--- config.mk ---
export PLATFORM = sky130hd
export DESIGN_NAME = frps_seq
export DESIGN_NICKNAME = d
export VERILOG_FILES = /design/src/common/frps_pkg.sv /design/src/verilog/frps_sync.sv /design/src/verilog/frps_timer.sv /design/src/verilog/frps_seq.sv
export SDC_FILE = /design/constraint.sdc
export NUM_CORES = 1
export LEC_CHECK = 0
export ABC_AREA = 1
export ABC_CLOCK_PERIOD_IN_PS = 6140
export BUFFER_PORTS_ARGS = -buffer_cell sky130_fd_sc_hd__buf_2
export CAP_MARGIN = 5
export CORE_UTILIZATION = 40
export DETAILED_ROUTE_END_ITERATION = 12
export PLACE_DENSITY_LB_ADDON = 0.05
export SLEW_MARGIN = 0
export SYNTH_ARGS = -nofsm -noshare
export SYNTH_HDL_FRONTEND = slang
export SYNTH_HIERARCHICAL = 1
export SYNTH_SLANG_ARGS = --single-unit
export TNS_END_PERCENT = 1
--- constraint.sdc ---
create_clock -name clk -period 6.14 [get_ports clk]
set_input_delay 1.228 -clock clk [delete_from_list [all_inputs] [get_ports clk]]
set_output_delay 1.228 -clock clk [all_outputs]
set_load 0.03 [all_outputs]
--- src/common/frps_pkg.sv ---
// Overview of operation
// - Start after enable and rails good 10ms
// - All turn-on ramps start together
// - Each drive turns on at own delay
// - Turn-on timer clears after threshold
// - Complete released 160ms after all full
// - Rail low over 30us is fault
// - Fault drops complete, shutdown, all drives strong
// - Enable off without fault drops complete
// - Turn-off ramps together, latch per channel
// - Weak discharge, strong below low threshold
// - Enable polarity is a build option
// - Active-high option sleeps while enable low and idle
// - Open-drain option gives logic outputs
// - Voltage mode turns channels on independently
// - Voltage mode releases complete after 150ms
// - Voltage mode drops only failed channel
// - Voltage mode disable latches low, ordered off
// - Shutdown line low forces everything off
// - Shutdown release skips qualification wait
// - Restart after fault is automatic
package frps_pkg;
    localparam int CLK_MHZ       = 250;
    localparam int QUAL_MS       = 10;
    localparam int QUAL_CYC      = QUAL_MS * 1000 * CLK_MHZ;
    localparam int DONE_MS       = 160;
    localparam int DONE_CYC      = DONE_MS * 1000 * CLK_MHZ;
    localparam int VDONE_MS      = 150;
    localparam int VDONE_CYC     = VDONE_MS * 1000 * CLK_MHZ;
    localparam int FILT_US       = 30;
    localparam int FILT_CYC      = FILT_US * CLK_MHZ;
    localparam int TMR_W         = 32;
    localparam int DLY_W         = 24;
    localparam int CH            = 4;
    typedef enum logic [2:0] {
        FRPS_IDLE = 3'b000,
        FRPS_QUAL = 3'b001,
        FRPS_RAMP = 3'b011,
        FRPS_SETL = 3'b010,
        FRPS_RUN  = 3'b110,
        FRPS_OFF  = 3'b111,
        FRPS_FLT  = 3'b101
    } frps_state_t;
endpackage

--- src/verilog/frps_sync.sv ---
`timescale 1ns/100ps
`default_nettype none
module frps_sync
    import frps_pkg::*;
#(
    parameter int           W    = 1,
    // Reset value per bit is the idle level of that pin, so release shows no false edge
    parameter logic [W-1:0] INIT = '0
) (
    // Clock and reset
    input  wire logic         clk,
    input  wire logic         reset,
    // Data
    input  wire logic [W-1:0] din,
    output var  logic [W-1:0] dout
);
    logic [W-1:0] s1_ff;
    always_ff @(posedge clk) begin
        if (reset) begin
            s1_ff <= INIT;
            dout  <= INIT;
        end else begin
            s1_ff <= din;
            dout  <= s1_ff;
        end
    end
endmodule
`default_nettype wire

--- src/verilog/frps_timer.sv ---
`timescale 1ns/100ps
`default_nettype none
module frps_timer
    import frps_pkg::*;
#(
    parameter int W = 24
) (
    // Clock and reset
    input  wire logic         clk,
    input  wire logic         reset,
    // Control
    input  wire logic         run,
    input  wire logic [W-1:0] limit,
    output var  logic         done
);
    // Counter clears whenever run drops, ready for the next sequence
    logic [W-1:0] cnt_ff;
    wire          at_end = (cnt_ff >= limit);
    always_ff @(posedge clk) begin
        if (reset || !run) begin
            cnt_ff <= '0;
            done   <= 1'b0;
        end else begin
            cnt_ff <= at_end ? cnt_ff : cnt_ff + 1'b1;
            done   <= at_end;
        end
    end
endmodule
`default_nettype wire

--- src/verilog/frps_seq.sv ---
`timescale 1ns/100ps
`default_nettype none
module frps_seq
    import frps_pkg::*;
#(
    parameter bit         EN_ACT_HIGH = 1'b1,
    parameter bit         VOLT_MODE   = 1'b0,
    parameter bit         OPEN_DRAIN  = 1'b0,
    parameter int         QUAL_N      = QUAL_CYC,
    parameter int         DONE_N      = DONE_CYC,
    parameter int         VDONE_N     = VDONE_CYC,
    parameter int         FILT_N      = FILT_CYC
) (
    // Clock and reset
    input  wire logic                 clk,
    input  wire logic                 reset,
    // Pins in
    input  wire logic                 enable_pin,
    input  wire logic [CH-1:0]        rail_undervoltage_sense,
    input  wire logic                 shared_shutdown_line_in,
    // Analog drive stage status
    input  wire logic [CH-1:0]        drive_at_full,
    input  wire logic [CH-1:0]        drive_below_low,
    // Delay programming
    input  wire logic [CH*DLY_W-1:0]  turn_on_delay_ramp,
    input  wire logic [CH*DLY_W-1:0]  turn_off_delay_ramp,
    // Outputs
    output var  logic [CH-1:0]        drive_on,
    output var  logic [CH-1:0]        drive_weak_off,
    output var  logic [CH-1:0]        drive_strong_off,
    output var  logic [CH-1:0]        logic_out,
    output var  logic [CH-1:0]        logic_out_oe,
    output var  logic                 seq_done_n,
    output var  logic                 shared_shutdown_line_out,
    output var  logic                 shared_shutdown_line_oe,
    output var  logic                 sleep
);
    // ****************************************
    // Input synchronisation
    // ****************************************
    logic [CH-1:0] rail_s, full_s, low_s;
    logic          en_s, sys_s;
    // Enable resets to its inactive level and the shared line to high: no fake start or kill
    frps_sync #(.W(2*CH+CH+2), .INIT({{3*CH{1'b0}}, ~EN_ACT_HIGH, 1'b1})) u_sync (
        .clk   (clk),
        .reset (reset),
        .din   ({rail_undervoltage_sense, drive_at_full, drive_below_low,
                 enable_pin, shared_shutdown_line_in}),
        .dout  ({rail_s, full_s, low_s, en_s, sys_s})
    );
    wire en_ok   = EN_ACT_HIGH ? en_s : ~en_s;
    wire all_ok  = &rail_s;
    wire sys_low = ~sys_s;

    // ****************************************
    // Glitch filter per rail
    // ****************************************
    logic [CH-1:0] rail_flt;
    genvar g;
    generate
        for (g = 0; g < CH; g++) begin : g_filt
            logic [15:0] fc_ff;
            always_ff @(posedge clk) begin
                if (reset || rail_s[g]) begin
                    fc_ff <= '0;
                end else if (fc_ff < 16'(FILT_N)) begin
                    fc_ff <= fc_ff + 16'h0001;
                end
            end
            assign rail_flt[g] = (fc_ff >= 16'(FILT_N));
        end
    endgenerate
    wire any_flt = |rail_flt;

    // ****************************************
    // Sequence state
    // ****************************************
    frps_state_t   st_ff, nxt_st;
    logic [TMR_W-1:0] tm_ff;
    logic          sys_d_ff;
    logic [CH-1:0] on_ff, off_latch_ff, strong_ff;
    logic          done_n_ff, sdn_ff;
    wire  [CH-1:0] on_done, off_done;
    wire  [TMR_W-1:0] tm_lim = VOLT_MODE ? TMR_W'(VDONE_N) :
                               (st_ff == FRPS_QUAL) ? TMR_W'(QUAL_N) : TMR_W'(DONE_N);
    wire  tm_hit  = (tm_ff >= tm_lim);
    wire  sys_rel = sys_s & ~sys_d_ff;
    wire  all_full = &full_s;

    generate
        for (g = 0; g < CH; g++) begin : g_tmr
            frps_timer #(.W(DLY_W)) u_on (
                .clk   (clk),
                .reset (reset),
                .run   (st_ff == FRPS_RAMP && !on_ff[g]),
                .limit (turn_on_delay_ramp[g*DLY_W +: DLY_W]),
                .done  (on_done[g])
            );
            frps_timer #(.W(DLY_W)) u_off (
                .clk   (clk),
                .reset (reset),
                .run   (st_ff == FRPS_OFF),
                .limit (turn_off_delay_ramp[g*DLY_W +: DLY_W]),
                .done  (off_done[g])
            );
        end
    endgenerate

    always_comb begin
        nxt_st = st_ff;
        case (st_ff)
            FRPS_IDLE: begin
                if (en_ok && (VOLT_MODE || all_ok) && !sys_low) begin
                    nxt_st = VOLT_MODE ? FRPS_SETL : (sys_rel ? FRPS_RAMP : FRPS_QUAL);
                end
            end
            FRPS_QUAL: begin
                if (!en_ok || !all_ok) begin
                    nxt_st = FRPS_IDLE;
                end else if (tm_hit) begin
                    nxt_st = FRPS_RAMP;
                end
            end
            FRPS_RAMP: begin
                if (&on_ff) begin
                    nxt_st = FRPS_SETL;
                end
            end
            FRPS_SETL: begin
                if (!en_ok) begin
                    nxt_st = FRPS_OFF;
                end else if (!VOLT_MODE && tm_hit && all_full) begin
                    nxt_st = FRPS_RUN;
                end
            end
            FRPS_RUN: begin
                if (!en_ok) begin
                    nxt_st = FRPS_OFF;
                end
            end
            FRPS_OFF: begin
                if (&low_s && &off_latch_ff) begin
                    nxt_st = FRPS_IDLE;
                end
            end
            FRPS_FLT: begin
                // The line is still low on entry to here, so its release edge must be caught here
                if (!VOLT_MODE && sys_rel && en_ok && all_ok) begin
                    nxt_st = FRPS_RAMP;
                end else begin
                    nxt_st = FRPS_IDLE;
                end
            end
            default: nxt_st = FRPS_IDLE;
        endcase
        if (sys_low || (!VOLT_MODE && any_flt && st_ff != FRPS_IDLE && st_ff != FRPS_QUAL &&
                        st_ff != FRPS_OFF)) begin
            nxt_st = FRPS_FLT;
        end
    end

    wire tm_run = (st_ff == FRPS_QUAL) ||
                  (st_ff == FRPS_SETL && (VOLT_MODE ? &on_ff : 1'b1) && all_full);

    always_ff @(posedge clk) begin
        if (reset) begin
            st_ff    <= FRPS_IDLE;
            tm_ff    <= '0;
            sys_d_ff <= 1'b1;
        end else begin
            st_ff    <= nxt_st;
            tm_ff    <= (tm_run && nxt_st == st_ff) ? tm_ff + 1'b1 : '0;
            sys_d_ff <= sys_s;
        end
    end

    // ****************************************
    // Per-channel drive control
    // ****************************************
    generate
        for (g = 0; g < CH; g++) begin : g_drv
            wire kill  = (nxt_st == FRPS_FLT) || (st_ff == FRPS_FLT);
            wire v_on  = VOLT_MODE && en_ok && rail_s[g] && (st_ff == FRPS_SETL ||
                         st_ff == FRPS_RUN);
            wire t_on  = !VOLT_MODE && on_done[g];
            wire v_drp = VOLT_MODE && rail_flt[g] && st_ff != FRPS_OFF;
            always_ff @(posedge clk) begin
                if (reset) begin
                    on_ff[g]        <= 1'b0;
                    off_latch_ff[g] <= 1'b0;
                    strong_ff[g]    <= 1'b0;
                end else begin
                    if (kill || v_drp || st_ff == FRPS_IDLE) begin
                        on_ff[g] <= 1'b0;
                    end else if (t_on || v_on) begin
                        on_ff[g] <= 1'b1;
                    end else if (off_done[g]) begin
                        on_ff[g] <= 1'b0;
                    end
                    off_latch_ff[g] <= (st_ff == FRPS_OFF) && (off_latch_ff[g] || off_done[g]);
                    strong_ff[g]    <= kill || v_drp ||
                                       (off_latch_ff[g] && low_s[g]);
                end
            end
        end
    endgenerate

    // ****************************************
    // Output registers
    // ****************************************
    wire rel = (st_ff == FRPS_SETL) && tm_hit && all_full;
    always_ff @(posedge clk) begin
        if (reset) begin
            done_n_ff        <= 1'b0;
            sdn_ff           <= 1'b0;
        end else begin
            if (nxt_st == FRPS_FLT || nxt_st == FRPS_OFF || nxt_st == FRPS_IDLE ||
                (VOLT_MODE && rail_flt != '0)) begin
                done_n_ff <= 1'b0;
            end else if (rel || st_ff == FRPS_RUN) begin
                done_n_ff <= 1'b1;
            end
            sdn_ff <= !VOLT_MODE && any_flt && (st_ff == FRPS_RUN || st_ff == FRPS_SETL ||
                      st_ff == FRPS_RAMP);
        end
    end
    always_ff @(posedge clk) begin
        if (reset) begin
            drive_on                 <= '0;
            drive_weak_off           <= '0;
            drive_strong_off         <= '0;
            logic_out                <= '0;
            logic_out_oe             <= '1;
            seq_done_n               <= 1'b0;
            shared_shutdown_line_out <= 1'b0;
            shared_shutdown_line_oe  <= 1'b0;
            sleep                    <= 1'b0;
        end else begin
            // Open-drain option reuses the same sequencing, only the output stage differs
            drive_on                 <= OPEN_DRAIN ? '0 : on_ff;
            drive_weak_off           <= OPEN_DRAIN ? '0 : (~on_ff & ~strong_ff);
            drive_strong_off         <= OPEN_DRAIN ? '0 : (~on_ff & strong_ff);
            logic_out                <= '0;
            logic_out_oe             <= OPEN_DRAIN ? ~on_ff : '0;
            seq_done_n               <= done_n_ff;
            shared_shutdown_line_out <= 1'b0;
            shared_shutdown_line_oe  <= sdn_ff;
            sleep                    <= EN_ACT_HIGH && !en_s && st_ff == FRPS_IDLE;
        end
    end

    // ****************************************
    // Checks
    // ****************************************
    a_fault_kills: assert property (@(posedge clk) disable iff (reset)
        (st_ff == FRPS_FLT) |-> ##2 (drive_on == '0 && !seq_done_n))
        else $error("fault did not kill drives");
    a_sys_kills: assert property (@(posedge clk) disable iff (reset)
        (sys_low && st_ff == FRPS_RUN) |=> ##2 (drive_on == '0))
        else $error("shutdown line did not kill drives");
    a_qual_first: assert property (@(posedge clk) disable iff (reset)
        (st_ff == FRPS_QUAL && nxt_st == FRPS_RAMP) |-> tm_hit)
        else $error("ramp started before qualification");
    a_off_drops_done: assert property (@(posedge clk) disable iff (reset)
        (st_ff == FRPS_OFF) |=> ##1 !seq_done_n)
        else $error("complete not low in shutdown");
    a_done_needs_full: assert property (@(posedge clk) disable iff (reset)
        $rose(done_n_ff) |-> $past(all_full))
        else $error("complete released before drives full");
    a_latch_hold: assert property (@(posedge clk) disable iff (reset)
        (off_latch_ff[0] && st_ff == FRPS_OFF) |=> off_latch_ff[0])
        else $error("turn-off latch lost");
    a_strong_low: assert property (@(posedge clk) disable iff (reset)
        (off_latch_ff[1] && low_s[1] && st_ff == FRPS_OFF) |=> strong_ff[1])
        else $error("strong pull-down not engaged");
    a_on_order: assert property (@(posedge clk) disable iff (reset)
        (!VOLT_MODE && $rose(on_ff[2])) |-> $past(on_done[2]))
        else $error("channel on without its delay");
    c_run: cover property (@(posedge clk) disable iff (reset) st_ff == FRPS_RUN);
    c_fault: cover property (@(posedge clk) disable iff (reset) st_ff == FRPS_FLT);
    c_off: cover property (@(posedge clk) disable iff (reset)
        st_ff == FRPS_OFF ##1 st_ff == FRPS_IDLE);
endmodule
`default_nettype wire

== Yosys cells after proc, flatten, opt, wreduce, memory -nomap -nowiden ==
Cells that the tools add are included.

* Output and inout port bits: 24
* Flip-flop bits (word level): 361
* Word-level logic and storage cells: 198
* Bits of input ports: 208

* Bitwise logic cells: 8
* $lt $le $gt $ge: 17
* Eq/ne operators: 11
* Multiplexer cells: 22
* $add $sub $neg: 13
* Reduce and logical (&&, ||, !) cells: 81

{| class="wikitable"
|+ Operators with widths
! operator !! count
|-
| $add A24 B1 Y24 const B || 8
|-
| $ge A24 B24 Y1 || 8
|-
| $add A16 B1 Y16 const B || 4
|-
| $ge A16 B13 Y1 const B || 4
|-
| $lt A16 B13 Y1 const B || 4
|-
| $add A32 B1 Y32 const B || 1
|-
| $ge A32 B26 Y1 || 1
|-
| $logic_and A1 B1 Y1 || 27
|-
| $logic_or A1 B1 Y1 || 27
|-
| $mux W3 || 9
|-
| $mux W26 || 1
|-
| $pmux W3 S7 || 1
|-
| $reduce_and A4 Y1 || 5
|-
| $eq A3 B3 Y1 const B || 5
|-
| $logic_not A1 Y1 || 11
|-
| $and A4 B4 Y4 || 2
|-
| $mux W1 || 8
|-
| $not A4 Y4 || 2
|-
| $reduce_bool A2 Y1 || 4
|-
| $eq A3 B2 Y1 const B || 2
|-
| $logic_not A3 Y1 || 2
|-
| $reduce_or A2 Y1 || 3
|-
| $mux W2 || 2
|-
| $mux W4 || 1
|-
| other kinds (8) || 10
|}

== Depth between registers and ports, before layout ==
Gate-level depths: netlist of run 1.

* Depth after elaboration: 12
* Depth in mapped cells: 23
* Gate-level depth less buffers: 21

== Modules after synthesis ==
Netlist of run 1, hierarchy kept.

{| class="wikitable"
|+ Modules (own cells, without submodules)
! module !! seq. area each (um^2) !! times used !! cells each !! area each (um^2)
|-
| frps_timer (g_tmr[0].u_off ...) || 500.5 || 7 || 350 || 2202.1
|-
| frps_seq || 2602.5 || 1 || 834 || 6188.4
|-
| frps_timer (g_tmr[1].u_on) || 500.5 || 1 || 352 || 2204.6
|-
| frps_sync || 560.5 || 1 || 88 || 810.8
|}

== Worst setup path after synthesis of run 1 ==
No wires, ideal clock.

* Kind: input to register
* From: input port turn_off_delay_ramp[23]
* To: register g_tmr[0].u_off.cnt_ff[2]
* Stages on the path: 10
* Path slack: 3591 ps
* Path buffers: 1
* Setup time: 132 ps
* Arrival: 2417 ps
* Data required time: 6008 ps
* Path through: inv_1 ha_1 a21o_1 nor2_1 nand2_1 nor2_4 nand2_4 buf_6 nand2_1 a21oi_1

* Longest elaborated chain between the ends: 1

{| class="wikitable"
|+ RTL lines
! what !! RTL line !! text
|-
| start: declaration || frps_seq.sv:26 || <nowiki>input wire logic [CH*DLY_W-1:0] turn_off_delay_ramp,</nowiki>
|-
| $ge A24 B24 Y1 || frps_timer.sv:18 || <nowiki>wire at_end = (cnt_ff >= limit);</nowiki>
|-
| end signal: assignment || frps_timer.sv:24 || <nowiki>cnt_ff <= at_end ? cnt_ff : cnt_ff + 1'b1;</nowiki>
|-
| end: declaration || frps_timer.sv:17 || <nowiki>logic [W-1:0] cnt_ff;</nowiki>
|}

No other way between the ends.
A chain may end at the register's enable or synchronous reset.

== Worst setup path in the final report of run 1 ==
* From: register st_ff[2]
* To: register tm_ff[15]

* Longest elaborated chain between the ends: 12
* Elaborated cells on any way between the ends: 33
* Classes of those cells: 1 x order compare; 9 x eq/ne; 11 x mux; 1 x bitwise; 11 x reduce/logical

{| class="wikitable"
|+ RTL lines
! what !! RTL line !! text
|-
| start: declaration || frps_seq.sv:78 || <nowiki>frps_state_t st_ff, nxt_st;</nowiki>
|-
| start signal: assignment || frps_seq.sv:171 || <nowiki>st_ff <= nxt_st;</nowiki>
|-
| $eq A3 B1 Y1 || frps_seq.sv:85, frps_seq.sv:111, frps_seq.sv:162 ||
|-
| $mux W26 || frps_seq.sv:85 || <nowiki>(st_ff == FRPS_QUAL) ? TMR_W'(QUAL_N) : TMR_W'(DONE_N);</nowiki>
|-
| $ge A32 B26 Y1 || frps_seq.sv:86 || <nowiki>wire tm_hit = (tm_ff >= tm_lim);</nowiki>
|-
| $logic_and A1 B1 Y1 || frps_seq.sv:132 || <nowiki>end else if (!VOLT_MODE && tm_hit && all_full) begin</nowiki>
|-
| $mux W3 || frps_seq.sv:132 ||
|-
| $mux W3 || frps_seq.sv:130 || <nowiki>if (!en_ok) begin</nowiki>
|-
| $pmux W3 S7 || frps_seq.sv:111 || <nowiki>case (st_ff)</nowiki>
|-
| $mux W3 || frps_seq.sv:156 || <nowiki>if (sys_low || (!VOLT_MODE && any_flt && st_ff != FRPS_IDLE && st_ff != FRPS_QUAL &&</nowiki>
|-
| $eq A3 B3 Y1 || frps_seq.sv:172 || <nowiki>tm_ff <= (tm_run && nxt_st == st_ff) ? tm_ff + 1'b1 : '0;</nowiki>
|-
| $logic_and A1 B1 Y1 * || frps_seq.sv:172 ||
|-
| $not A1 Y1 (no source line) * || - ||
|-
| $reduce_or A2 Y1 (no source line) * || - ||
|-
| end signal: assignment || frps_seq.sv:172 ||
|-
| end: declaration || frps_seq.sv:79 || <nowiki>logic [TMR_W-1:0] tm_ff;</nowiki>
|}

Every way passes the cells marked *; elsewhere a longest branch is shown, timed or not.

==> metrics list, run 1 <==
- Measured in cells, the most critical reg-to-reg path has a length of 20.
* Initial cell density of the core: ~41%
- Yosys instantiated no cell more often than sky130_fd_sc_hd__nand2_1.
- Lkg Pwr: around 0.012 µW
* Arr. time, crit path: 3.55 ns
* Number of instances resized during post-cts repair: 0
- Vias in the first global route: 21200
* Number of enable-type register cells in the synthesized netlist: 0
* Proportion of register bits with asynchronous set or reset after synthesis: 0%
- Number of top-level design ports: between 200 and 250
- Average vias per placed instance: 4.74
- After synthesis, the cell types taking the most area are sky130_fd_sc_hd__dfxtp_1 29%, sky130_fd_sc_hd__nand2_1 15%, sky130_fd_sc_hd__ha_1 11%.
- The synthesized design spends more area on one cell type than any other, namely sky130_fd_sc_hd__dfxtp_1.
* CP most frequent cell: sky130_fd_sc_hd__nand2_1
- Inserted Clock Buffers: 44
- Across the VDD grid, the largest voltage drop is between 0.15 and 0.2 mV.
- Post CTS Setup Buffer Count: 0
* Worst-path cell chain: inv_2 > nand3_4 > inv_1 > ha_1 > inv_1 > nor2_1 > inv_1 > nor2_1 > o21ai_0 > nand2_1 > nand2_1 > nand2_1 > nand2_1 > nand3_1 > nand2_1 > nand2_1 > nand2_1 > nand2_1 > nand4_4 > nor3_1
- For flop-to-flop paths, the worst setup slack is just over 3 ns.
- The critical path contains buffers and inverters numbering 4 combined.
- CTS H-Tree Depth: 2
* Total clock sinks: about 360
- Buffer cell driving the clock tree root: sky130_fd_sc_hd__clkbuf_16
- Max frequency: ~320 MHz
* Avg Cell Area, Syn: around 6.6 µm²
* Max-slew headroom at the worst pin: 40.6%
* Crit. End Element: flop
- Violation count after the first detailed-route iteration: ~1000
* Wire length of the first global-routing pass: 105000 µm
* Slowest cell on the critical path: sky130_fd_sc_hd__nand4_4
* Share of the synthesized area in the top cell type: 29.1%
* Status: finished, final reports clean
* Core ar.: roughly 61000 µm²
* Antenna violations before repair: 0
- Post-layout min period: 3.09 ns
- Relative to the synthesized area, the layout overhead comes to 12.5%.
- The max-slew violation count was 0.
* Worst setup path category: flop to flop
* Unrepaired setup endpoints after global routing: no
* CP top delay family: simple AND/OR/NAND/NOR gates
- On the worst path, the slowest cell contributes a delay of ~0.44 ns.
- Clock tree from TritonCTS: yes
- Along the worst hold path, the cell count comes to 2.
* Die extent in y: approximately 250 µm
- Entering global routing, the biggest net connects 34 pins.
- The synthesized design contains 358 register bits.
* Vias: roughly 22000
- Final-layout fill cell count: between 6000 and 7000
- Cell area after technology mapping: between 20000 and 25000 µm²
* Utilization after layout: between 40 and 50%
- Fin Clk Skew: 0.0278 ns
- Power per standard cell area: 195 nW/µm²
* Max-cap check violation count: 0
- Buffers inserted to repair hold after CTS numbered 0.
- The detail route stage leaves a number of antenna-violating nets equal to 0.
- Number of setup violations in the final report: 0
- The repair_antennas step left the layout with diodes totalling 0.
- DRC violation count after routing: 0
- At the pin with the least slew margin, the transition time is ~0.89 ns.
* Number of distinct library cells after synthesis: 39
* Top flip-flop cell by instance count after synthesis: sky130_fd_sc_hd__dfxtp_1
- CP required: about 6.6 ns
- Standard-cell row count: 90
* Final nets: about 4300
- In this run the worst hold path is classified as flop to flop.
- Clock edge transition at the registers on the reported setup and hold paths: 0.06 ns
- Across every metal layer, demand over resource in global routing totals between 20% and 30%.
- In this run the number of cells on the critical path is 20.
- Number of buffers on the longest clock path: 3
- Kind of start point of the critical path: flop
* Clock insertion delay at the later pin of the skew report: ~0.57 ns
* Gr ovfl total: 0
- After detailed routing, the average wire length per cell comes to about 13 µm.
- Post-place setup slack: between 2 and 3 ns
- The pre-antenna-repair detailed-routing pass consisted of 5 iterations.
- Fraction of final layout cells sized beyond drive strength 1: 11.7%
- The floorplan step defined a die boundary enclosing 62500 µm².
- Yosys warnings: 6
* Post-detailed-placement half-perimeter wirelength: 46200 µm
* Sequential cell area fraction in the yosys report: 29.1%
* Final RePlAce weighted congestion: 0.861
* Sum of negative setup slack: 0 ns
- In this run the horizontal extent of the chip is 250 µm.
- # port buffers: 226
- After synthesis, the most frequently instantiated cells are 986 x sky130_fd_sc_hd__nand2_1, 523 x sky130_fd_sc_hd__inv_1, 444 x sky130_fd_sc_hd__nor2_1, 358 x sky130_fd_sc_hd__dfxtp_1, 334 x sky130_fd_sc_hd__nand3_1.
* Slack of the critical path: about 3 ns
- Along the worst path, the maximum fanout reaches 26.
- The final critical path takes up approximately half of the cycle.
- Wirelength, routed: between 60000 and 70000 µm
- Synthesized instance count: about 3700
* Fin. Hold Viols: 0
- WHS: about 0.40 ns
layout by cell type, fill, tap and decap left out, types with 7 or more instances in the layout:
master                      Yosys  layout
sky130_fd_sc_hd__bufinv_16      0       7
sky130_fd_sc_hd__nand4_1       30      30
sky130_fd_sc_hd__nor2_2        13      13
sky130_fd_sc_hd__clkinv_2       0       7
sky130_fd_sc_hd__inv_1        523     523
sky130_fd_sc_hd__xnor2_1       45      45
sky130_fd_sc_hd__nor2_4        30      30
sky130_fd_sc_hd__nor2_1       444     444
sky130_fd_sc_hd__a21oi_1      304     304
sky130_fd_sc_hd__dfxtp_1      358     358
sky130_fd_sc_hd__conb_1         1      11
sky130_fd_sc_hd__o21ai_0       38      38
sky130_fd_sc_hd__nand2_2       56      56
sky130_fd_sc_hd__nand2_4        8       8
sky130_fd_sc_hd__o21a_1        14      14
sky130_fd_sc_hd__nor3b_1        7       7
sky130_fd_sc_hd__clkbuf_1      20       7
sky130_fd_sc_hd__nand3b_1      10      10
sky130_fd_sc_hd__buf_2         19     226
sky130_fd_sc_hd__nor3_1        47      47
sky130_fd_sc_hd__xor2_1        99      99
sky130_fd_sc_hd__clkbuf_16      0      45
sky130_fd_sc_hd__nand2_1      986     986
sky130_fd_sc_hd__ha_1         217     217
sky130_fd_sc_hd__inv_2         13      13
sky130_fd_sc_hd__a21o_1         9       9
sky130_fd_sc_hd__nor3_2        32      32
sky130_fd_sc_hd__nand3_1      334     334
worst reg2reg max path, stage by stage (launching register included):
cell and delay, ns:
sky130_fd_sc_hd__dfxtp_1 0.41, sky130_fd_sc_hd__inv_2 0.12, sky130_fd_sc_hd__nand3_4 0.22, sky130_fd_sc_hd__inv_1 0.08, sky130_fd_sc_hd__ha_1 0.27, sky130_fd_sc_hd__inv_1 0.03
sky130_fd_sc_hd__nor2_1 0.14, sky130_fd_sc_hd__inv_1 0.07, sky130_fd_sc_hd__nor2_1 0.12, sky130_fd_sc_hd__o21ai_0 0.10, sky130_fd_sc_hd__nand2_1 0.07, sky130_fd_sc_hd__nand2_1 0.04
sky130_fd_sc_hd__nand2_1 0.08, sky130_fd_sc_hd__nand2_1 0.08, sky130_fd_sc_hd__nand3_1 0.08, sky130_fd_sc_hd__nand2_1 0.05, sky130_fd_sc_hd__nand2_1 0.07, sky130_fd_sc_hd__nand2_1 0.08
sky130_fd_sc_hd__nand2_1 0.12, sky130_fd_sc_hd__nand4_4 0.44, sky130_fd_sc_hd__nor3_1 0.30
power breakdown:
group | leakage, µW | switching [µW] | internal, µW
registers | 0.00290 | 9.82 | 2340
logic | 0.00841 | 160 | 111
clock network | 0.000748 | 1060 | 1710
final timing paths:
path                                 startpoint        endpoint
worst max register to register         st_ff[2]       tm_ff[15]
worst min-delay path            u_sync/s1_ff[9]  u_sync/dout[9]
worst max-delay path                   st_ff[2]       tm_ff[15]
worst min register to register  u_sync/s1_ff[9]  u_sync/dout[9]
layout make-up:
type	instances	area [µm²]	share of cell area, %
Multi-Input combinational cell	2755	14900	53.7
Clock inverter	20	297	1.07
Timing Repair Buffer	228	1150	4.14
Sequential cell	358	7170	25.9
Tap cell	782	978	3.53
Inverter	536	2010	7.26
Clock buffer	58	1230	4.46
metrics by stage:
stage,total power (µW),instances,area [µm²]
CTS,5500,4737,27700
global route,5620,4737,27700
finish,5400,4737,27700
floorplan,2570,3734,24700
global placement,2680,4659,26200
detailed placement,2680,4659,26200
logic make-up after synthesis:
logic type               Yosys count  share of synthesized area, %
AND/OR/NAND/NOR                 2010                          36.1
buffers and inverters            621                          10.6
AO/OA/AOI/OAI                    373                          7.95
flip-flops                       358                          29.1
adder cells (fa/ha/maj)          217                          11.0
XOR/XNOR                         144                          5.12
other                              1                        0.0152
registers in the layout (all words and copies together), names as in the netlist, 3 cells and up:
name and count:
strong_ff 4, off_latch_ff 4, u_sync/dout 14, st_ff 3, tm_ff 32, g_tmr.u_on/cnt_ff 96
g_tmr.u_off/done 4, g_tmr.u_off/cnt_ff 96, drive_on 4, drive_strong_off 4, on_ff 4, g_tmr.u_on/done 4
u_sync/s1_ff 14, drive_weak_off 4, g_filt.fc_ff 64
layer usage:
layer	global-route usage, %	part of all wire, %
met1	29.4	53
met2	31.2	42
met3	2.20	3.4
met4	4.73	1.5
met5	0	0
Note: power is estimated with default switching activity, not from simulation.
==> inputs of run 2 (changes only) <==
ABC_CLOCK_PERIOD_IN_PS = 2680   (was 6140)
clock period = 2.68 ns   (was 6.14 ns; I/O delays follow)
==> run 2 against run 1 <==
  * Clock-buffer cell count stayed put
  * Highest routed layer unchanged
  * Critical path depth is 2 higher
  * First-iteration DRC count rose by 25%
  * Routed wire length about the same
  * Die area is the same
==> metrics list, run 2 (synthesis results as in run 1) <==
- Status: finished, final reports clean
- The endpoint identified for the worst register-to-register timing path is tm_ff[13].
* Kind of start point of the critical path: flop
* Cells on Worst Hold Path: 3 (+1)
* Fin Clk Skew: 0.0169 ns (-0.0108 ns)
* Internal power: 9370 µW (+120%)
* Total instance count after detailed placement: 4700 (+0.88%)
- Number of top-level design ports: 232 (unchanged)
* Total Die Area: 62500 µm² (unchanged)
- The leakage dissipation is 0.0122 µW (+1.3%).
- The highest fanout seen on the critical path is 26 (unchanged).
- Sw frac: 23.1% (+0.34 points)
- CTS H-Tree Depth: 2 (unchanged)
- The number of antenna violations at the first check in global routing came to 0 (unchanged).
* Wire length of the first global-routing pass: 104000 µm (-0.88%)
- Number of instances resized during post-cts repair: 0 (unchanged)
- The required time at the worst-slack endpoint was 3.13 ns (-3.47 ns).
* Final standard cell area without fillers: 28000 µm² (+1.1%)
* Gr ovfl total: 0 (unchanged)
- Core ar.: 60600 µm² (unchanged)
- The min-delay analysis places its worst path in the category primary input to flop.
- Compared with the post-synthesis result, the final layout area differs by 13.8%.
- The logic gate share of total power is 5.2% (+0.2 points).
* # port buffers: 226 (unchanged)
- The accumulated negative setup slack came to 0 ns (unchanged).
- Total power consumption of the routed design: 12200 µW (+130%)
* Die extent in y: 250 µm (unchanged)
- Final RePlAce weighted congestion: 0.883 (+2.6%)
* Worst setup path category: flop to flop
- Crit. End Element: flop
- The startpoint identified for the worst register-to-register timing path is st_ff[2].
- Total clock sinks: 358 (unchanged)
- Number of setup violations in the final report: 0 (unchanged)
- Net switching power: 2820 µW (+130%)
* VDD IR-drop max: 0.309 mV (+88%)
- DRC violation count after routing: 0 (unchanged)
* Average wire per cell in the routed design: 12.9 µm (-0.84%)
* Post-placement cell area: 26500 µm² (+1.3%)
- Post CTS Setup Buffer Count: 0 (unchanged)
* Max-cap check violation count: 0 (unchanged)
- Largest net degree at the start of global routing: 27 (-21%)
* Arr. time, crit path: 2.85 ns (-0.70 ns)
* Most common cell after layout, fill and taps aside: sky130_fd_sc_hd__nand2_1
* Post-layout min period: 2.41 ns (-0.686 ns)
- Path depth of the worst reg2reg path: 22 (+10%)
- Max frequency: 415 MHz (+28%)
- Top flop regs: g_tmr.u_off/cnt_ff x96, g_tmr.u_on/cnt_ff x96, g_filt.fc_ff x64
* Max-slew violation count: 0 (unchanged)
* Power per standard cell area: 435 nW/µm² (+120%)
* Worst min-delay path endpoint: u_sync/s1_ff[13]
* Average vias per placed instance: 4.73 (-0.25%)
- The share of cells above drive strength 1 is 12.6% (+0.98 points).
* Register-to-register setup slack: 0.27 ns (-2.77 ns)
- Violation count after the first detailed-route iteration: 1299 (+25%)
* Origin of the worst min-delay path: rail_undervoltage_sense[3]
- Vias in the first global route: 20900 (-1.6%)
- Setup repair after global routing left no endpoint under its margin.
- The number of clock buffers inserted by TritonCTS came to 44 (unchanged).
* Vias: 22600 (+0.64%)
- The final wirelength came to 61900 µm (about the same).
- The tree is rooted in a sky130_fd_sc_hd__clkbuf_16.
- Iteration count of the initial detailed-routing pass: 5 (unchanged)
- Hold-fix buffers at CTS: 0 (unchanged)
- The initial core utilization was 40.6% (unchanged).
- Number of buffers on the longest clock path: 3 (unchanged)
- Final nets: 4389 (+0.94%)
- Clock tree from TritonCTS: yes
- Commonest non-fill, non-tap cells in the layout: 986 x sky130_fd_sc_hd__nand2_1, 523 x sky130_fd_sc_hd__inv_1, 444 x sky130_fd_sc_hd__nor2_1, 357 x sky130_fd_sc_hd__dfxtp_1, 334 x sky130_fd_sc_hd__nand3_1
- Clock power frac: 50.5% (-0.8 points)
* Worst Tran Pin Value: 0.855 ns (-0.0356 ns)
* Sequential share of power: 44.3% (+0.7 points)
- Fin. Hold Viols: 0 (unchanged)
- Clock edge transition at the registers on the reported setup and hold paths: 0.06 ns (about the same)
- The non-filler instance count after layout is 4779 (+0.89%).
- The number of nets with antenna violations after detailed routing came to 0 (unchanged).
- Standard-cell row count: 90 (unchanged)
- The diode insertion count for antenna repair was 0 (unchanged).
* Final cycle utilization of the critical path: 89.8% (+39 points)
* Horiz. Die Dim: 250 µm (unchanged)
- The final HPWL from detailed placement was 47300 µm (+2.4%).
* Clock insertion delay at the later pin of the skew report: 0.57 ns (about the same)
- WHS: 0.200 ns (-0.200 ns)
* Max-slew headroom at the worst pin: 43.0% (+2.4 points)
- Combined global-route utilization of all metal layers: 19.9% (-0.13 points)
run 2: changes by cell type in the layout (fill, tap and decap cells not counted), moves of 2 or more:
| cell | previous run | this run |
|---|---|---|
| sky130_fd_sc_hd__buf_12 | 0 | 2 |
| sky130_fd_sc_hd__bufinv_16 | 7 | 5 |
| sky130_fd_sc_hd__clkinv_4 | 0 | 2 |
| sky130_fd_sc_hd__clkinvlp_4 | 3 | 7 |
| sky130_fd_sc_hd__buf_4 | 2 | 41 |
run 2: metal layers:
layer | vias up | global-route usage, % | routed length [µm]
met5 | - | 0 | 0
met4 | 0 | 3.94 | 903
met3 | 53 | 2.84 | 2430
met2 | 359 | 30.9 | 26400
met1 | 9937 | 29.1 | 32100
li1 | 12300 | - | -
run 2: layout make-up:
type,count,area [µm²]
clock buffer,58,1230
clock inverter,21,259
fill,6419,32600
inverter,536,2010
multi-input combinational,2755,14900
sequential,358,7170
tap,782,978
timing repair buffer,269,1480
run 2: power by group through the flow:
stage	sequential [µW]	combinational, µW	clock (µW)
2_1_floorplan	5520	375	0
3_3_place_gp	5510	638	0
3_5_place_dp	5510	641	0
4_1_cts	5400	646	6370
5_1_grt	5400	734	6580
6_report	5400	632	6160
run 2: critical path, cell delays in order, from the launching register on:
cell and delay, ns:
sky130_fd_sc_hd__dfxtp_2 0.35, sky130_fd_sc_hd__inv_2 0.05, sky130_fd_sc_hd__nand3_4 0.14, sky130_fd_sc_hd__inv_1 0.06, sky130_fd_sc_hd__ha_1 0.27, sky130_fd_sc_hd__inv_1 0.03, sky130_fd_sc_hd__nor2_1 0.11, sky130_fd_sc_hd__inv_1 0.06
sky130_fd_sc_hd__nor2_1 0.11, sky130_fd_sc_hd__o21ai_0 0.09, sky130_fd_sc_hd__nand2_1 0.08, sky130_fd_sc_hd__nand2_1 0.05, sky130_fd_sc_hd__nand2_1 0.05, sky130_fd_sc_hd__nand2_1 0.06, sky130_fd_sc_hd__nand2_1 0.06, sky130_fd_sc_hd__nand2_1 0.06
sky130_fd_sc_hd__nand2_1 0.08, sky130_fd_sc_hd__nand2_2 0.06, sky130_fd_sc_hd__nand3_2 0.10, sky130_fd_sc_hd__nand2_2 0.07, sky130_fd_sc_hd__nand2_4 0.07, sky130_fd_sc_hd__buf_12 0.20, sky130_fd_sc_hd__nor3_1 0.07
run 2: worst max path at each step:
stage / slack (ns) / from / to
2_1_floorplan: 0.33 / st_ff[2] / tm_ff[1]
3_3_place_gp: 0.26 / st_ff[2] / tm_ff[11]
3_5_place_dp: 0.23 / st_ff[2] / tm_ff[12]
4_1_cts: 0.21 / st_ff[2] / tm_ff[13]
5_1_grt: 0.03 / st_ff[2] / tm_ff[0]
6_report: 0.27 / st_ff[2] / tm_ff[13]
run 2: per-stage QoR:
step	utilization, %	setup WS, ns
after floorplan	-	0.327
after global placement	43.8	0.259
after detailed placement	43.8	0.231
final	46.2	0.273
after CTS	46.2	0.214
after global routing	46.2	0.0313
==> inputs of run 3 (changes only) <==
REMOVE_ABC_BUFFERS = 1   (was default)
==> run 3 against run 2 <==
  * Final cell count up 0.31%
  * Clock skew rose by 0.0092 ns
  * Hold slack worse by 0.040 ns
  * Utilization rose by 0.48 points
  * Clock-buffer cell count grew 8
  * Clock power rose by 2%
  * Worst setup slack lost 0.0056 ns
  * Maximum frequency decreased by 0.23%
==> metrics list, run 3 (synthesis results as in run 1) <==
- Post-layout min period: 2.41 ns (+0.00563 ns)
* Die extent in y: 250 µm (unchanged)
- The deepest level of the CTS H-tree was 2 (unchanged).
- Clock edge transition at the registers on the reported setup and hold paths: 0.06 ns (about the same)
- Sequential standard cell area: 7170 µm² (about the same)
* DRC violation count after routing: 0 (unchanged)
- Worst setup path category: flop to flop
* Core ar.: 60600 µm² (unchanged)
- Initial cell density of the core: 40.6% (unchanged)
- The highest fanout seen on the critical path came to 8 (-69%).
* Wire length of the first global-routing pass: 105000 µm (+0.67%)
- Horiz. Die Dim: 250 µm (unchanged)
- Crit. End Element: flop
- Fraction of final layout cells sized beyond drive strength 1: 13.4% (+0.78 points)
* Kind of start point of the critical path: flop
- Fin Clk Skew: 0.0261 ns (+0.00920 ns)
- Clock tree from TritonCTS: yes
- Total clock sinks: 358 (unchanged)
- The required time at the worst-slack endpoint was 3.18 ns (+0.05 ns).
- Final standard cell area without fillers: 28300 µm² (+1.0%)
* Min-Delay Path Class: primary input to flop
* Top flop regs: g_tmr.u_off/cnt_ff x96, g_tmr.u_on/cnt_ff x96, g_filt.fc_ff x64
* Commonest non-fill, non-tap cells in the layout: 980 x sky130_fd_sc_hd__nand2_1, 521 x sky130_fd_sc_hd__inv_1, 442 x sky130_fd_sc_hd__nor2_1, 356 x sky130_fd_sc_hd__dfxtp_1, 333 x sky130_fd_sc_hd__nand3_1
- The number of cell instances on the worst register-to-register path came to 21 (-4.5%).
* Combined global-route utilization of all metal layers: 20.0% (+0.086 points)
- The area used by multi-input combinational logic is 14900 µm² (+0.42%).
* Power per standard cell area: 435 nW/µm² (-0.13%)
- The worst hold margin is 0.160 ns (-0.0397 ns).
- The number of antenna violations at the first check in global routing is 3 (+3).
- Setup repair after global routing could not meet its margin everywhere.
- The placer's final routability congestion estimate is 0.884 (+0.12%).
- The count of final hold-check violations came to 0 (unchanged).
- Status: finished, final reports clean
- Worst Tran Pin Value: 0.866 ns (+0.0118 ns)
- The number of detailed-routing iterations run before antenna repair is 5 (unchanged).
- Area added between synthesis and finish: 14.9%
* Most common cell after layout, fill and taps aside: sky130_fd_sc_hd__nand2_1
- Vias: 22600 (+0.11%)
- Max-slew headroom at the worst pin: 42.2% (-0.78 points)
* DRT antenna net count: 0 (unchanged)
- Post-detailed-placement half-perimeter wirelength: 47900 µm (+1.1%)
- Number of diodes: 0 (unchanged)
- Total instance count after detailed placement: 4702 (+0.043%)
- Final nets: 4401 (+0.27%)
- The final wirelength came to 62500 µm (+0.95%).
* Violation count after the first detailed-route iteration: 982 (-24%)
- Final cycle utilization of the critical path: 90.0% (+0.21 points)
- Final-layout fill cell count: 6545 (+2.0%)
- Gr ovfl total: 0 (unchanged)
- The via count of the first global-routing pass is 21400 (+2.6%).
- The clock network latency to the later pin of the worst-skew pair is 0.59 ns (+0.02 ns).
* Post-placement cell area: 26500 µm² (+0.15%)
* Standard-cell row count: 90 (unchanged)
* Cells on Worst Hold Path: 3 (unchanged)
- The number of ports placed on the die boundary came to 232 (unchanged).
* Average wire per cell in the routed design: 13.0 µm (+0.64%)
* Total Die Area: 62500 µm² (unchanged)
- The arrival time of the worst setup path was 2.92 ns (+0.07 ns).
* Buffer cell driving the clock tree root: sky130_fd_sc_hd__clkbuf_16
- The highest clock frequency the design can meet was 414 MHz (-0.23%).
* Max-cap check violation count: 0 (unchanged)
- VDD IR-drop max: 0.391 mV (+26%)
- Max-slew violation count: 0 (unchanged)
* Count of placed standard cells in the final layout, fillers left out: 4794 (+0.31%)
* # port buffers: 226 (unchanged)
- Number of setup violations in the final report: 0 (unchanged)
- The largest net degree at the start of global routing was 27 (unchanged).
- Average vias per placed instance: 4.72 (-0.20%)
- The leakage dissipation came to 0.0124 µW (+1.2%).
- Number of buffers on the longest clock path: 3 (unchanged)
* Inserted Clock Buffers: 45 (+2.3%)
==> run 3: critical path, cell delays in order (launching register included) <==
cell                        delay [ns]
sky130_fd_sc_hd__dfxtp_2          0.35
sky130_fd_sc_hd__inv_4            0.05
sky130_fd_sc_hd__nand3_4          0.14
sky130_fd_sc_hd__inv_2            0.04
sky130_fd_sc_hd__ha_1             0.26
sky130_fd_sc_hd__inv_1            0.04
sky130_fd_sc_hd__nor2_2           0.14
sky130_fd_sc_hd__nand3b_1         0.09
sky130_fd_sc_hd__nor2_1           0.10
sky130_fd_sc_hd__nand2_1          0.05
sky130_fd_sc_hd__nand2_1          0.05
sky130_fd_sc_hd__nand2_1          0.05
sky130_fd_sc_hd__nand2_2          0.06
sky130_fd_sc_hd__nand2_2          0.05
sky130_fd_sc_hd__nand3_2          0.06
sky130_fd_sc_hd__nand2_2          0.05
sky130_fd_sc_hd__nand2_2          0.06
sky130_fd_sc_hd__nand2_2          0.06
sky130_fd_sc_hd__nand2_2          0.10
sky130_fd_sc_hd__nand4_4          0.18
sky130_fd_sc_hd__clkbuf_16        0.24
sky130_fd_sc_hd__nor3_4           0.09
==> run 3: report_power, final <==
| group | internal [µW] | leakage (µW) | switching, µW |
|---|---|---|---|
| Sequential | 5370 | 0.00290 | 24.0 |
| Clock | 3800 | 0.000770 | 2460 |
| Combinational | 271 | 0.00870 | 376 |
==> run 3: layer usage <==
metal | wire [µm] | up-vias | track usage [%]
met3 | 1940 | 74 | 2.31
met2 | 28500 | 289 | 33.5
met5 | 12 | - | 0
met4 | 1280 | 2 | 5.28
met1 | 30700 | 9992 | 27.0
li1 | - | 12300 | -
==> run 3: per-stage QoR <==
stage / TNS [ns] / power, µW / util (%) / setup slack [ns]
after detailed placement: 0 / 6160 / 43.8 / 0.222
after global routing: -0.0415 / 12900 / 46.7 / -0.0175
after global placement: 0 / 6150 / 43.8 / 0.228
after CTS: 0 / 12500 / 46.4 / 0.169
after floorplan: 0 / 5870 / - / 0.211
final: 0 / 12300 / 46.7 / 0.267
==> run 3: path summary, 6_finish.rpt <==
path                         startpoint          endpoint  slack (ns)
min          rail_undervoltage_sense[3]  u_sync/s1_ff[13]        0.16
min reg2reg             u_sync/s1_ff[9]    u_sync/dout[9]        0.40
max                            st_ff[1]         tm_ff[23]        0.27
max reg2reg                    st_ff[1]         tm_ff[23]        0.27
==> run 3: layout make-up <==
type,instances,share of cell area (%)
Multi-Input combinational cell,2755,52.8
Clock inverter,17,0.681
Tap cell,782,3.46
Sequential cell,358,25.3
Inverter,536,7.13
Clock buffer,66,4.79
Timing Repair Buffer,280,5.82
==> run 3: timing repair <==
| action | 4_1_cts | 5_1_grt |
|---|---|---|
| hold buffers | 0 | 0 |
| gates resized for setup | 0 | 25 |
| endpoints found under the setup margin | 0 | 26 |
| setup buffers | 0 | 5 |
